==> src/design/iop_pkg.sv <==
// Package with layout, configuration types and indices of the pad storage elements
package iop_pkg;

    localparam int unsigned NUM_ELEM   = 6;
    localparam int unsigned ELEM_IDX_W = 3;

    // Element positions inside the cell
    localparam int unsigned IDX_IN_UP  = 0;
    localparam int unsigned IDX_IN_LO  = 1;
    localparam int unsigned IDX_OUT_UP = 2;
    localparam int unsigned IDX_OUT_LO = 3;
    localparam int unsigned IDX_TRI_UP = 4;
    localparam int unsigned IDX_TRI_LO = 5;

    // Enable port positions
    localparam int unsigned CE_IN  = 0;
    localparam int unsigned CE_OUT = 1;
    localparam int unsigned CE_TRI = 2;

    // Value of the element right after reset release, before init loads
    localparam logic RESET_Q   = 1'h0;
    // Value taken when set/reset and reverse collide
    localparam logic CLASH_Q   = 1'h0;
    // Select value of the dual-edge mux after reset
    localparam logic RESET_SEL = 1'h0;

    // Per-element options as software configures them
    typedef struct packed {
        logic elementTypeSelect;      // 1 = level latch, 0 = edge flip-flop
        logic setResetTimingSelect;   // 1 = asynchronous, 0 = synchronous
        logic forceToOne;             // 1 = set polarity, 0 = reset polarity
        logic initialOverride;        // 1 = use initialOne, 0 = follow polarity
        logic initialOne;             // 1 = initial one, 0 = initial zero
    } iop_cfg_s;

    // Options after pairing exceptions are resolved
    typedef struct packed {
        logic isLatch;
        logic isAsync;
        logic forceToOne;
        logic initialOne;
    } iop_elem_cfg_s;

    // One upper and one lower bit of a path
    typedef struct packed {
        logic upper;
        logic lower;
    } iop_pair_s;

endpackage : iop_pkg

==> src/design/iop_pad_storage.sv <==
// Top of the pad cell storage: six elements, clock routing and dual-edge muxes
`timescale 1ns/1ps
module iop_pad_storage #(
    parameter bit OUT_CE_CONNECTED = 1'b1,
    parameter bit TRI_CE_CONNECTED = 1'b1,
    parameter bit IN_CE_CONNECTED  = 1'b1,
    parameter int NUM_ELEM         = iop_pkg::NUM_ELEM
) (
    input  wire logic                                   clock,
    input  wire logic                                   rst,
    input  wire logic                                   outTriClockUpper,
    input  wire logic                                   outTriClockLower,
    input  wire logic                                   inClockUpper,
    input  wire logic                                   inClockLower,
    input  wire logic                                   outPairClockEnable,
    input  wire logic                                   triPairClockEnable,
    input  wire logic                                   inPairClockEnable,
    input  wire logic                                   setResetLine,
    input  wire logic                                   reverseForceLine,
    input  wire logic                                   globalSetReset,
    input  wire logic                                   outDualEdge,
    input  wire logic                                   triDualEdge,
    input  wire iop_pkg::iop_pair_s                     outData,
    input  wire iop_pkg::iop_pair_s                     triData,
    input  wire logic                                   padIn,
    input  wire iop_pkg::iop_cfg_s [iop_pkg::NUM_ELEM-1:0] elemCfg,
    output iop_pkg::iop_pair_s                          inCapture,
    output iop_pkg::iop_pair_s                          outStored,
    output iop_pkg::iop_pair_s                          triStored,
    output logic                                        padOut,
    output logic                                        padOutEnable
);

    ////////////////////////////////////////////////////////////////////////////
    // Elaboration checks
    if (NUM_ELEM != iop_pkg::NUM_ELEM) begin : g_bad_count
        $error("pad cell holds exactly six storage elements");
    end

    ////////////////////////////////////////////////////////////////////////////
    // Clock, enable and data routing per element
    logic [NUM_ELEM-1:0]    elemClk;
    logic [NUM_ELEM-1:0]    elemCe;
    logic [NUM_ELEM-1:0]    elemD;
    logic [NUM_ELEM-1:0]    elemQ;
    logic [NUM_ELEM-1:0]    elemDdr;
    logic [NUM_ELEM-1:0]    polarity;
    logic [NUM_ELEM-1:0]    initOwn;
    logic [NUM_ELEM-1:0]    initFinal;
    logic [2:0]             ceEff;
    logic                   initPending_r;
    iop_pkg::iop_elem_cfg_s [NUM_ELEM-1:0] elemCfgEff;

    // An enable that is not wired in reads as asserted
    assign ceEff[iop_pkg::CE_IN]  = inPairClockEnable  | ~IN_CE_CONNECTED;
    assign ceEff[iop_pkg::CE_OUT] = outPairClockEnable | ~OUT_CE_CONNECTED;
    assign ceEff[iop_pkg::CE_TRI] = triPairClockEnable | ~TRI_CE_CONNECTED;

    assign elemClk[iop_pkg::IDX_IN_UP]  = inClockUpper;
    assign elemClk[iop_pkg::IDX_IN_LO]  = inClockLower;
    assign elemClk[iop_pkg::IDX_OUT_UP] = outTriClockUpper;
    assign elemClk[iop_pkg::IDX_TRI_UP] = outTriClockUpper;
    assign elemClk[iop_pkg::IDX_OUT_LO] = outTriClockLower;
    assign elemClk[iop_pkg::IDX_TRI_LO] = outTriClockLower;

    assign elemCe[iop_pkg::IDX_IN_UP]  = ceEff[iop_pkg::CE_IN];
    assign elemCe[iop_pkg::IDX_IN_LO]  = ceEff[iop_pkg::CE_IN];
    assign elemCe[iop_pkg::IDX_OUT_UP] = ceEff[iop_pkg::CE_OUT];
    assign elemCe[iop_pkg::IDX_OUT_LO] = ceEff[iop_pkg::CE_OUT];
    assign elemCe[iop_pkg::IDX_TRI_UP] = ceEff[iop_pkg::CE_TRI];
    assign elemCe[iop_pkg::IDX_TRI_LO] = ceEff[iop_pkg::CE_TRI];

    assign elemD[iop_pkg::IDX_IN_UP]  = padIn;
    assign elemD[iop_pkg::IDX_IN_LO]  = padIn;
    assign elemD[iop_pkg::IDX_OUT_UP] = outData.upper;
    assign elemD[iop_pkg::IDX_OUT_LO] = outData.lower;
    assign elemD[iop_pkg::IDX_TRI_UP] = triData.upper;
    assign elemD[iop_pkg::IDX_TRI_LO] = triData.lower;

    assign elemDdr[iop_pkg::IDX_IN_UP]  = 1'h0;
    assign elemDdr[iop_pkg::IDX_IN_LO]  = 1'h0;
    assign elemDdr[iop_pkg::IDX_OUT_UP] = outDualEdge;
    assign elemDdr[iop_pkg::IDX_OUT_LO] = outDualEdge;
    assign elemDdr[iop_pkg::IDX_TRI_UP] = triDualEdge;
    assign elemDdr[iop_pkg::IDX_TRI_LO] = triDualEdge;

    ////////////////////////////////////////////////////////////////////////////
    // Initial-state load once reset releases, standing in for end of configuration
    always_ff @(posedge clock or posedge rst) begin
        if (rst) begin
            initPending_r <= 1'h1;
        end else begin
            initPending_r <= 1'h0;
        end
    end

    ////////////////////////////////////////////////////////////////////////////
    // Resolve options; even index is upper, odd index is lower of a pair
    for (genvar k = 0; k < NUM_ELEM; k++) begin : g_elem
        localparam int UP = k - (k % 2);
        localparam int LO = UP + 1;

        // A lower element in dual-edge use copies the upper polarity
        assign polarity[k] = (elemDdr[k] && (k % 2 == 1)) ?
                             elemCfg[UP].forceToOne : elemCfg[k].forceToOne;
        assign initOwn[k]  = elemCfg[k].initialOverride ?
                             elemCfg[k].initialOne : polarity[k];
        // Dual-edge use: a zero choice in either element of the pair pulls both to zero
        assign initFinal[k] = elemDdr[k] ? (initOwn[UP] & initOwn[LO]) : initOwn[k];

        assign elemCfgEff[k].isLatch    = elemCfg[k].elementTypeSelect;
        assign elemCfgEff[k].isAsync    = elemCfg[k].setResetTimingSelect;
        assign elemCfgEff[k].forceToOne = polarity[k];
        assign elemCfgEff[k].initialOne = initFinal[k];

        iop_storage_element u_elem (
            .clock            (clock),
            .rst              (rst),
            .clkLine          (elemClk[k]),
            .clkEnable        (elemCe[k]),
            .dataIn           (elemD[k]),
            .setResetLine     (setResetLine),
            .reverseForceLine (reverseForceLine),
            .globalSetReset   (globalSetReset),
            .initPending      (initPending_r),
            .cfg              (elemCfgEff[k]),
            .q                (elemQ[k])
        );
    end

    assign inCapture.upper = elemQ[iop_pkg::IDX_IN_UP];
    assign inCapture.lower = elemQ[iop_pkg::IDX_IN_LO];
    assign outStored.upper = elemQ[iop_pkg::IDX_OUT_UP];
    assign outStored.lower = elemQ[iop_pkg::IDX_OUT_LO];
    assign triStored.upper = elemQ[iop_pkg::IDX_TRI_UP];
    assign triStored.lower = elemQ[iop_pkg::IDX_TRI_LO];

    ////////////////////////////////////////////////////////////////////////////
    // Dual-edge mux: the two output clocks run in opposite phase, so the upper
    // element shows after the rising edge and the lower after the falling one
    logic upperClkPrev_r;
    logic lowerClkPrev_r;
    logic showLower_r;
    logic upperRise;
    logic lowerRise;
    logic padOut_r;
    logic padOutEnable_r;
    logic outBit;
    logic triBit;

    assign upperRise = outTriClockUpper & ~upperClkPrev_r;
    assign lowerRise = outTriClockLower & ~lowerClkPrev_r;

    always_ff @(posedge clock or posedge rst) begin
        if (rst) begin
            upperClkPrev_r <= 1'h0;
            lowerClkPrev_r <= 1'h0;
        end else begin
            upperClkPrev_r <= outTriClockUpper;
            lowerClkPrev_r <= outTriClockLower;
        end
    end

    // Select follows whichever clock edge came last, lower winning a tie; the load lands one cycle later
    always_ff @(posedge clock or posedge rst) begin
        if (rst) begin
            showLower_r <= iop_pkg::RESET_SEL;
        end else if (lowerRise) begin
            showLower_r <= 1'h1;
        end else if (upperRise) begin
            showLower_r <= 1'h0;
        end
    end

    assign outBit = (outDualEdge && showLower_r) ? outStored.lower : outStored.upper;
    assign triBit = (triDualEdge && showLower_r) ? triStored.lower : triStored.upper;

    // Tri element high means the driver floats
    always_ff @(posedge clock or posedge rst) begin
        if (rst) begin
            padOut_r       <= 1'h0;
            padOutEnable_r <= 1'h0;
        end else begin
            padOut_r       <= outBit;
            padOutEnable_r <= ~triBit;
        end
    end

    assign padOut       = padOut_r;
    assign padOutEnable = padOutEnable_r;
endmodule : iop_pad_storage

==> src/design/iop_storage_element.sv <==
// One configurable storage element of the pad cell
`timescale 1ns/1ps
module iop_storage_element (
    input  wire logic                   clock,
    input  wire logic                   rst,
    input  wire logic                   clkLine,
    input  wire logic                   clkEnable,
    input  wire logic                   dataIn,
    input  wire logic                   setResetLine,
    input  wire logic                   reverseForceLine,
    input  wire logic                   globalSetReset,
    input  wire logic                   initPending,
    input  wire iop_pkg::iop_elem_cfg_s cfg,
    output logic                        q
);

    logic clkLinePrev_r;
    logic q_r;
    logic q_nxt;
    logic activeEdge;
    logic transparent;
    logic forceAny;
    logic forceVal;

    assign activeEdge  = clkLine & ~clkLinePrev_r;
    assign transparent = clkLine & clkEnable;
    assign forceAny    = setResetLine | reverseForceLine;
    // Reverse drives the opposite of set/reset; a clash gives zero
    assign forceVal    = (setResetLine & reverseForceLine) ? iop_pkg::CLASH_Q :
                         (setResetLine ? cfg.forceToOne : ~cfg.forceToOne);

    always_ff @(posedge clock or posedge rst) begin
        if (rst) begin
            clkLinePrev_r <= 1'h0;
        end else begin
            clkLinePrev_r <= clkLine;
        end
    end

    always_comb begin
        q_nxt = q_r;
        if (initPending || globalSetReset) begin
            q_nxt = cfg.initialOne;
        end else if (forceAny && (cfg.isAsync || (cfg.isLatch ? transparent : activeEdge))) begin
            q_nxt = forceVal;
        end else if (cfg.isLatch) begin
            if (transparent) begin
                q_nxt = dataIn;
            end
        end else if (activeEdge && clkEnable) begin
            q_nxt = dataIn;
        end
    end

    always_ff @(posedge clock or posedge rst) begin
        if (rst) begin
            q_r <= iop_pkg::RESET_Q;
        end else begin
            q_r <= q_nxt;
        end
    end

    assign q = q_r;
endmodule : iop_storage_element

==> config.mk <==
export PLATFORM = sky130hd
export DESIGN_NAME = iop_pad_storage
export DESIGN_NICKNAME = d
export VERILOG_FILES = /design/src/design/iop_pkg.sv /design/src/design/iop_pad_storage.sv /design/src/design/iop_storage_element.sv
export SDC_FILE = /design/constraint.sdc
export NUM_CORES = 1
export LEC_CHECK = 0
export ABC_AREA = 1
export BUFFER_PORTS_ARGS = -buffer_cell sky130_fd_sc_hd__buf_2
export CORE_ASPECT_RATIO = 0.5
export CORE_MARGIN = 2
export CORE_UTILIZATION = 47
export CTS_CLUSTER_DIAMETER = 80
export DETAILED_ROUTE_END_ITERATION = 8
export HOLD_SLACK_MARGIN = 0.06
export PLACE_DENSITY_LB_ADDON = 0.12
export RECOVER_POWER = 100
export SLEW_MARGIN = 20
export SYNTH_ARGS = -nofsm -noshare
export SYNTH_HDL_FRONTEND = slang
export SYNTH_SLANG_ARGS = --single-unit
==> constraint.sdc <==
create_clock -name clock -period 1.5 [get_ports clock]
set_input_delay 0.15 -clock clock [delete_from_list [all_inputs] [get_ports clock]]
set_output_delay 0.15 -clock clock [all_outputs]
set_load 0.02 [all_outputs]
== After elaboration in Yosys (flattened, before gate mapping) ==
Cells that the tools add are included.

* Eq/ne operators: 6
* Multiplexer cells: 64
* Bitwise gates (word level): 25
* Reductions and logical operators: 34

{| class="wikitable"
|+ Operator list
! operator !! number
|-
| two-way mux 1 bit || 64
|-
| != test 4 x 1 -> 1 bit (second input constant) || 6
|-
| nonzero test 4 bit || 6
|-
| logical AND 1 bit || 14
|-
| bitwise AND 1 bit || 13
|-
| AND reduction 2 bit || 6
|-
| NOT 1 bit || 11
|-
| logical OR 1 bit || 7
|-
| nonzero test 2 bit || 1
|-
| bitwise OR 1 bit || 1
|}

* Register bits: 14
* Output and inout bits: 8
* Logic and storage cells: 143

== Longest topological paths before layout ==
* Depth in word-level cells: 7
* Depth in mapped cells: 9

== Hierarchy ==
From an unflattened synthesis, not the netlist that was laid out.

* Cell total of the unflattened synthesis: 225
* Area, all modules: 1383.8 µm²

{| class="wikitable"
|+ By module, submodules not included
! module !! times used !! cells an instance !! area an instance (µm²) !! seq. area each (µm²)
|-
| iop_storage_element || 6 || 30 || 173.9 || 50.0
|-
| iop_pad_storage || 1 || 45 || 340.3 || 151.4
|}

== Worst setup path after synthesis ==
Ideal clock, no wire load.

* Path type: reg2reg
* Start point: register initPending_r
* End point: register g_elem[2].u_elem.q_r
* Library setup time: 0.117 ns
* Arrival: 1.030 ns
* Path slack: 0.353 ns
* Stages on the path, launching flop included: 8
* Buffers on the path: 1
* Period minus slack after synthesis: 1.147 ns
* Cell sequence: dfstp_2 nor2_2 buf_2 nand2_1 a21oi_1 nand2_1 nand3_1 nand2_1

* Cells in the longest elaborated chain, start to end: 3
* Elaborated cells on any way between the ends: 5
* Those cells by class: eq/ne (1); mux (1); reduce/logical (3)

{| class="wikitable"
|+ Ends and longest elaborated chain
! element !! line !! RTL
|-
| start, declared || iop_pad_storage.sv:51 || <nowiki>logic initPending_r;</nowiki>
|-
| start signal, assigned || iop_pad_storage.sv:91 || <nowiki>initPending_r <= 1'h1;</nowiki>
|-
| start signal, assigned || iop_pad_storage.sv:93 || <nowiki>initPending_r <= 1'h0;</nowiki>
|-
| logical OR 1 bit (*) || iop_storage_element.sv:42 || <nowiki>if (initPending || globalSetReset) begin</nowiki>
|-
| != test 4 x 1 -> 1 bit (no line) or nonzero test 4 bit (tied branches) || -- ||
|-
| AND reduction 2 bit (no line) || -- ||
|-
| end signal, assigned || iop_storage_element.sv:57 || <nowiki>q_r <= iop_pkg::RESET_Q;</nowiki>
|-
| end signal, assigned || iop_storage_element.sv:59 || <nowiki>q_r <= q_nxt;</nowiki>
|-
| end, declared || iop_storage_element.sv:18 || <nowiki>logic q_r;</nowiki>
|}

Mark *: on every way between the ends. The rest lies on a longest branch, timed or not.
A chain may end at the register's enable or synchronous reset.

== Final worst setup path ==
* Start point: register initPending_r
* End point: register g_elem[5].u_elem.q_r

* Cells in the longest elaborated chain, start to end: 3
* Elaborated cells on any way between the ends: 5
* Those cells by class: eq/ne (1); mux (1); reduce/logical (3)

{| class="wikitable"
|+ Ends and longest elaborated chain
! element !! line
|-
| logical OR 1 bit (*) || iop_storage_element.sv:42
|-
| != test 4 x 1 -> 1 bit (no line) or nonzero test 4 bit (tied branches) || --
|-
| AND reduction 2 bit (no line) || --
|-
| end signal, assigned || iop_storage_element.sv:57
|-
| end signal, assigned || iop_storage_element.sv:59
|-
| end, declared || iop_storage_element.sv:18
|}

Marks and branches as above.

==> impl_metrics.csv <==
group,metric,value,unit
timing,fin_crit,1.24,ns
timing,hold_viol,0,
timing,clock.fmax,0.808,GHz
hold_path,holdCritPathClass,"primary input to flop",
timing,tns,0,ns
synth,yosys-top-cells-area,"dfrtp_1 26%, nand2_1 21%, nand3_1 14%",
synth,ys_warn_count,0,
synth,synth.avg_cell_area,6.14,sq um
worst_setup_path,worst_setup_path_end_kind,"flop",
clocking,clockBufferDepth,2,
clocking,cts_tree,"built",
clocking,cts.sinks,14,
routing,detailroute.via_count,1368,
timing,slew_viol_final,0,
power_and_ir_drop,ir_drop,411,uV
worst_setup_path,critPathLaunchType,"flop",
synth,synthSimpleGateAreaFrac,47.1,%
routing,drt-pass1-iter-count,5,
grt,first_global_vias,1220,
worst_setup_path,critPathMaxFanout,9,
power_and_ir_drop,power.leakage,0.926,nW
worst_setup_path,crit_type,"flop to flop",
floorplanning,rows,13,
placed_design,dp_cells,287,
grt,antenna_found_initial,0,
cells_and_area,area_growth,27.0,%
timing,finalCritPeriodShare,82.5,%
synth,syn_area,0.00123,sq mm
grt,grt_pass1_wl,5110,um
timing,grt_setup_unrepaired,"no",
synth,ys_types,25,
placed_design,gp_congestion,0.867,
synth,synth.yosys.seq_area_share,28.5,%
cells_and_area,final_cells,294,
routing,drt_iter0_drc,62,
outcome,status,"completed",
grt,top_usage_layer,"met2",
clocking,cts_root_buffer,"clkbuf_8",
worst_setup_path,arrival,1.38,ns
routing,final_antenna_net_count,0,
routing,route.detailed.drc,0,
clocking,cts_made_buffers,3,
floorplanning,fp.dieW,76.5,um
clocking,htree_levels,1,
placed_design,io_buffers,56,
clocking,cts_setup_buffers,0,
timing,worst_pin_slew,0.554,ns
timing,finalSetupViolations,0,
synth,synthAdderAreaFrac,0,%
synth,synthDominantCellAreaShare,26.4,%
floorplanning,pin_count,57,
cells_and_area,nNetsFinal,307,
synth,synth-xor-area-share,0,%
floorplanning,floorplan.initialDensity,48.6,%
floorplanning,die_y,40.2,um
worst_setup_path,reg2regPathDepth,8,
synth,synth_top_family_by_area,"simple AND/OR/NAND/NOR gates",
synth,muxShareOfSynthArea,0.811,%
grt,grtUsageMet1,27.1,%
grt,grt_usage,22.1,%
routing,wire_per_inst,10.3,um
grt,grt_use_met2,42.5,%
synth,synth-compound-area-share,8.32,%
synth,syn-num-nets,250,
timing,fin_hold_ws,0.145,ns
worst_setup_path,cp_data_required_time,1.64,ns
cells_and_area,final_common_cell,"nand2_1",
routing,routed_wl,3040,um
power_and_ir_drop,cellPowerDensity,761,mW/mm^2
floorplanning,core_area,0.00254,sq mm
cells_and_area,drive_gt1_share,24.1,%
grt,grt_use_met3,5.63,%
clocking,clk_latency,0.25,ns
grt,grt_max_degree,15,
synth,synth_seq_cells,14,
floorplanning,die_area,0.00308,sq mm
cells_and_area,final_cell_mix,"69 x nand2_1, 44 x buf_2, 35 x nand3_1",
timing,maxSlewHeadroom,63.0,%
routing,avgViaCountPerCell,4.65,
clocking,clk_pin_slew_worst_paths,0.06,ns
synth,syn_inst,201,
hold_path,hold_depth,1,
flow_run,max_cap_violations,0,
synth,synth_top_cell_by_area,"dfrtp_1",
cells_and_area,antenna_cells,0,
timing,final.setup_skew,0.00445,ns
placed_design,hpwl,2410,um
grt,overflow,0,
what timing repair did:
item                                    4_1_cts  5_1_grt
hold buffers                                  3        0
resized for setup                             0        1
endpoints found under the setup margin        0        1
hold endpoints to repair                     15        0
logic make-up (layout without fill, tap and decap cells):
family | count (synthesis) | count (layout)
muxes | 1 | 1
AOI/OAI and AO/OA | 18 | 18
other | 1 | 1
DFF | 14 | 14
buffers and inverters | 39 | 95
and+or+nand+nor | 128 | 128
synth_stat cells (all sizes together):
cell type,instances
inv,30
nand4,1
nor2,11
a21oi,12
conb,1
dfrtp,13
mux2i,1
o21bai,1
nand2,76
nand3b,1
dfstp,1
nand3,35
a31oi,3
buf,9
or2,4
o21ai,2
through the flow:
step / util (%) / power [mW] / instance area (sq um) / setup WS, ns
after detailed placement: 59.2 / 0.832 / 1500 / 0.180
after global placement: 59.2 / 0.826 / 1500 / 0.234
after global routing: 61.7 / 1.28 / 1570 / 0.0938
after floorplan: - / 0.715 / 1230 / 0.353
after CTS: 62.6 / 1.22 / 1590 / 0.159
final: 61.7 / 1.19 / 1570 / 0.262
registers in the layout, indices dropped and copies added, names as in the netlist:
signal                       cells
g_elem.u_elem.clkLinePrev_r      4
g_elem.u_elem.q                  6
padOutEnable                     1
padOut                           1
showLower_r                      1
initPending_r                    1
path summary, 6_finish.rpt:
check | start | end | slack, ns
setup reg to reg | initPending_r | g_elem[5].u_elem.q | 0.26
setup / recovery | initPending_r | g_elem[5].u_elem.q | 0.26
hold reg to reg | g_elem[4].u_elem.q | padOutEnable | 0.49
max in group asynchronous | rst | g_elem[5].u_elem.clkLinePrev_r | 0.65
hold / removal | outTriClockUpper | g_elem[4].u_elem.clkLinePrev_r | 0.14
min in group asynchronous | rst | g_elem[1].u_elem.q | 0.48
report_power, final:
part           internal (mW)  switching (mW)  leakage, nW  total, mW
Combinational          0.146           0.229        0.734      0.375
Clock                  0.233           0.139       0.0288      0.371
Sequential             0.420          0.0263        0.163      0.446
per-layer routing:
metal	share of wire (%)	routed length (um)
met5	0	0
met4	0.26	8
met3	5.1	154
met2	46	1390
met1	49	1490
worst max-delay path, cell delays in order, from the launching register on:
cell	delay (ns)
dfstp_1	0.38
nor2_4	0.16
inv_2	0.12
a31oi_1	0.23
nand2_2	0.06
nand2_1	0.06
inv_1	0.03
nand2_1	0.05
nand2_1	0.04
final cells by class:
cell class / instances / area [sq um]
Inverter: 30 / 113
Sequential cell: 14 / 352
Fill cell: 256 / 971
Multi-Input combinational cell: 148 / 691
Timing Repair Buffer: 61 / 310
Tap cell: 37 / 46.3
Clock buffer: 4 / 55.1
(Power assumes the default switching activity.)
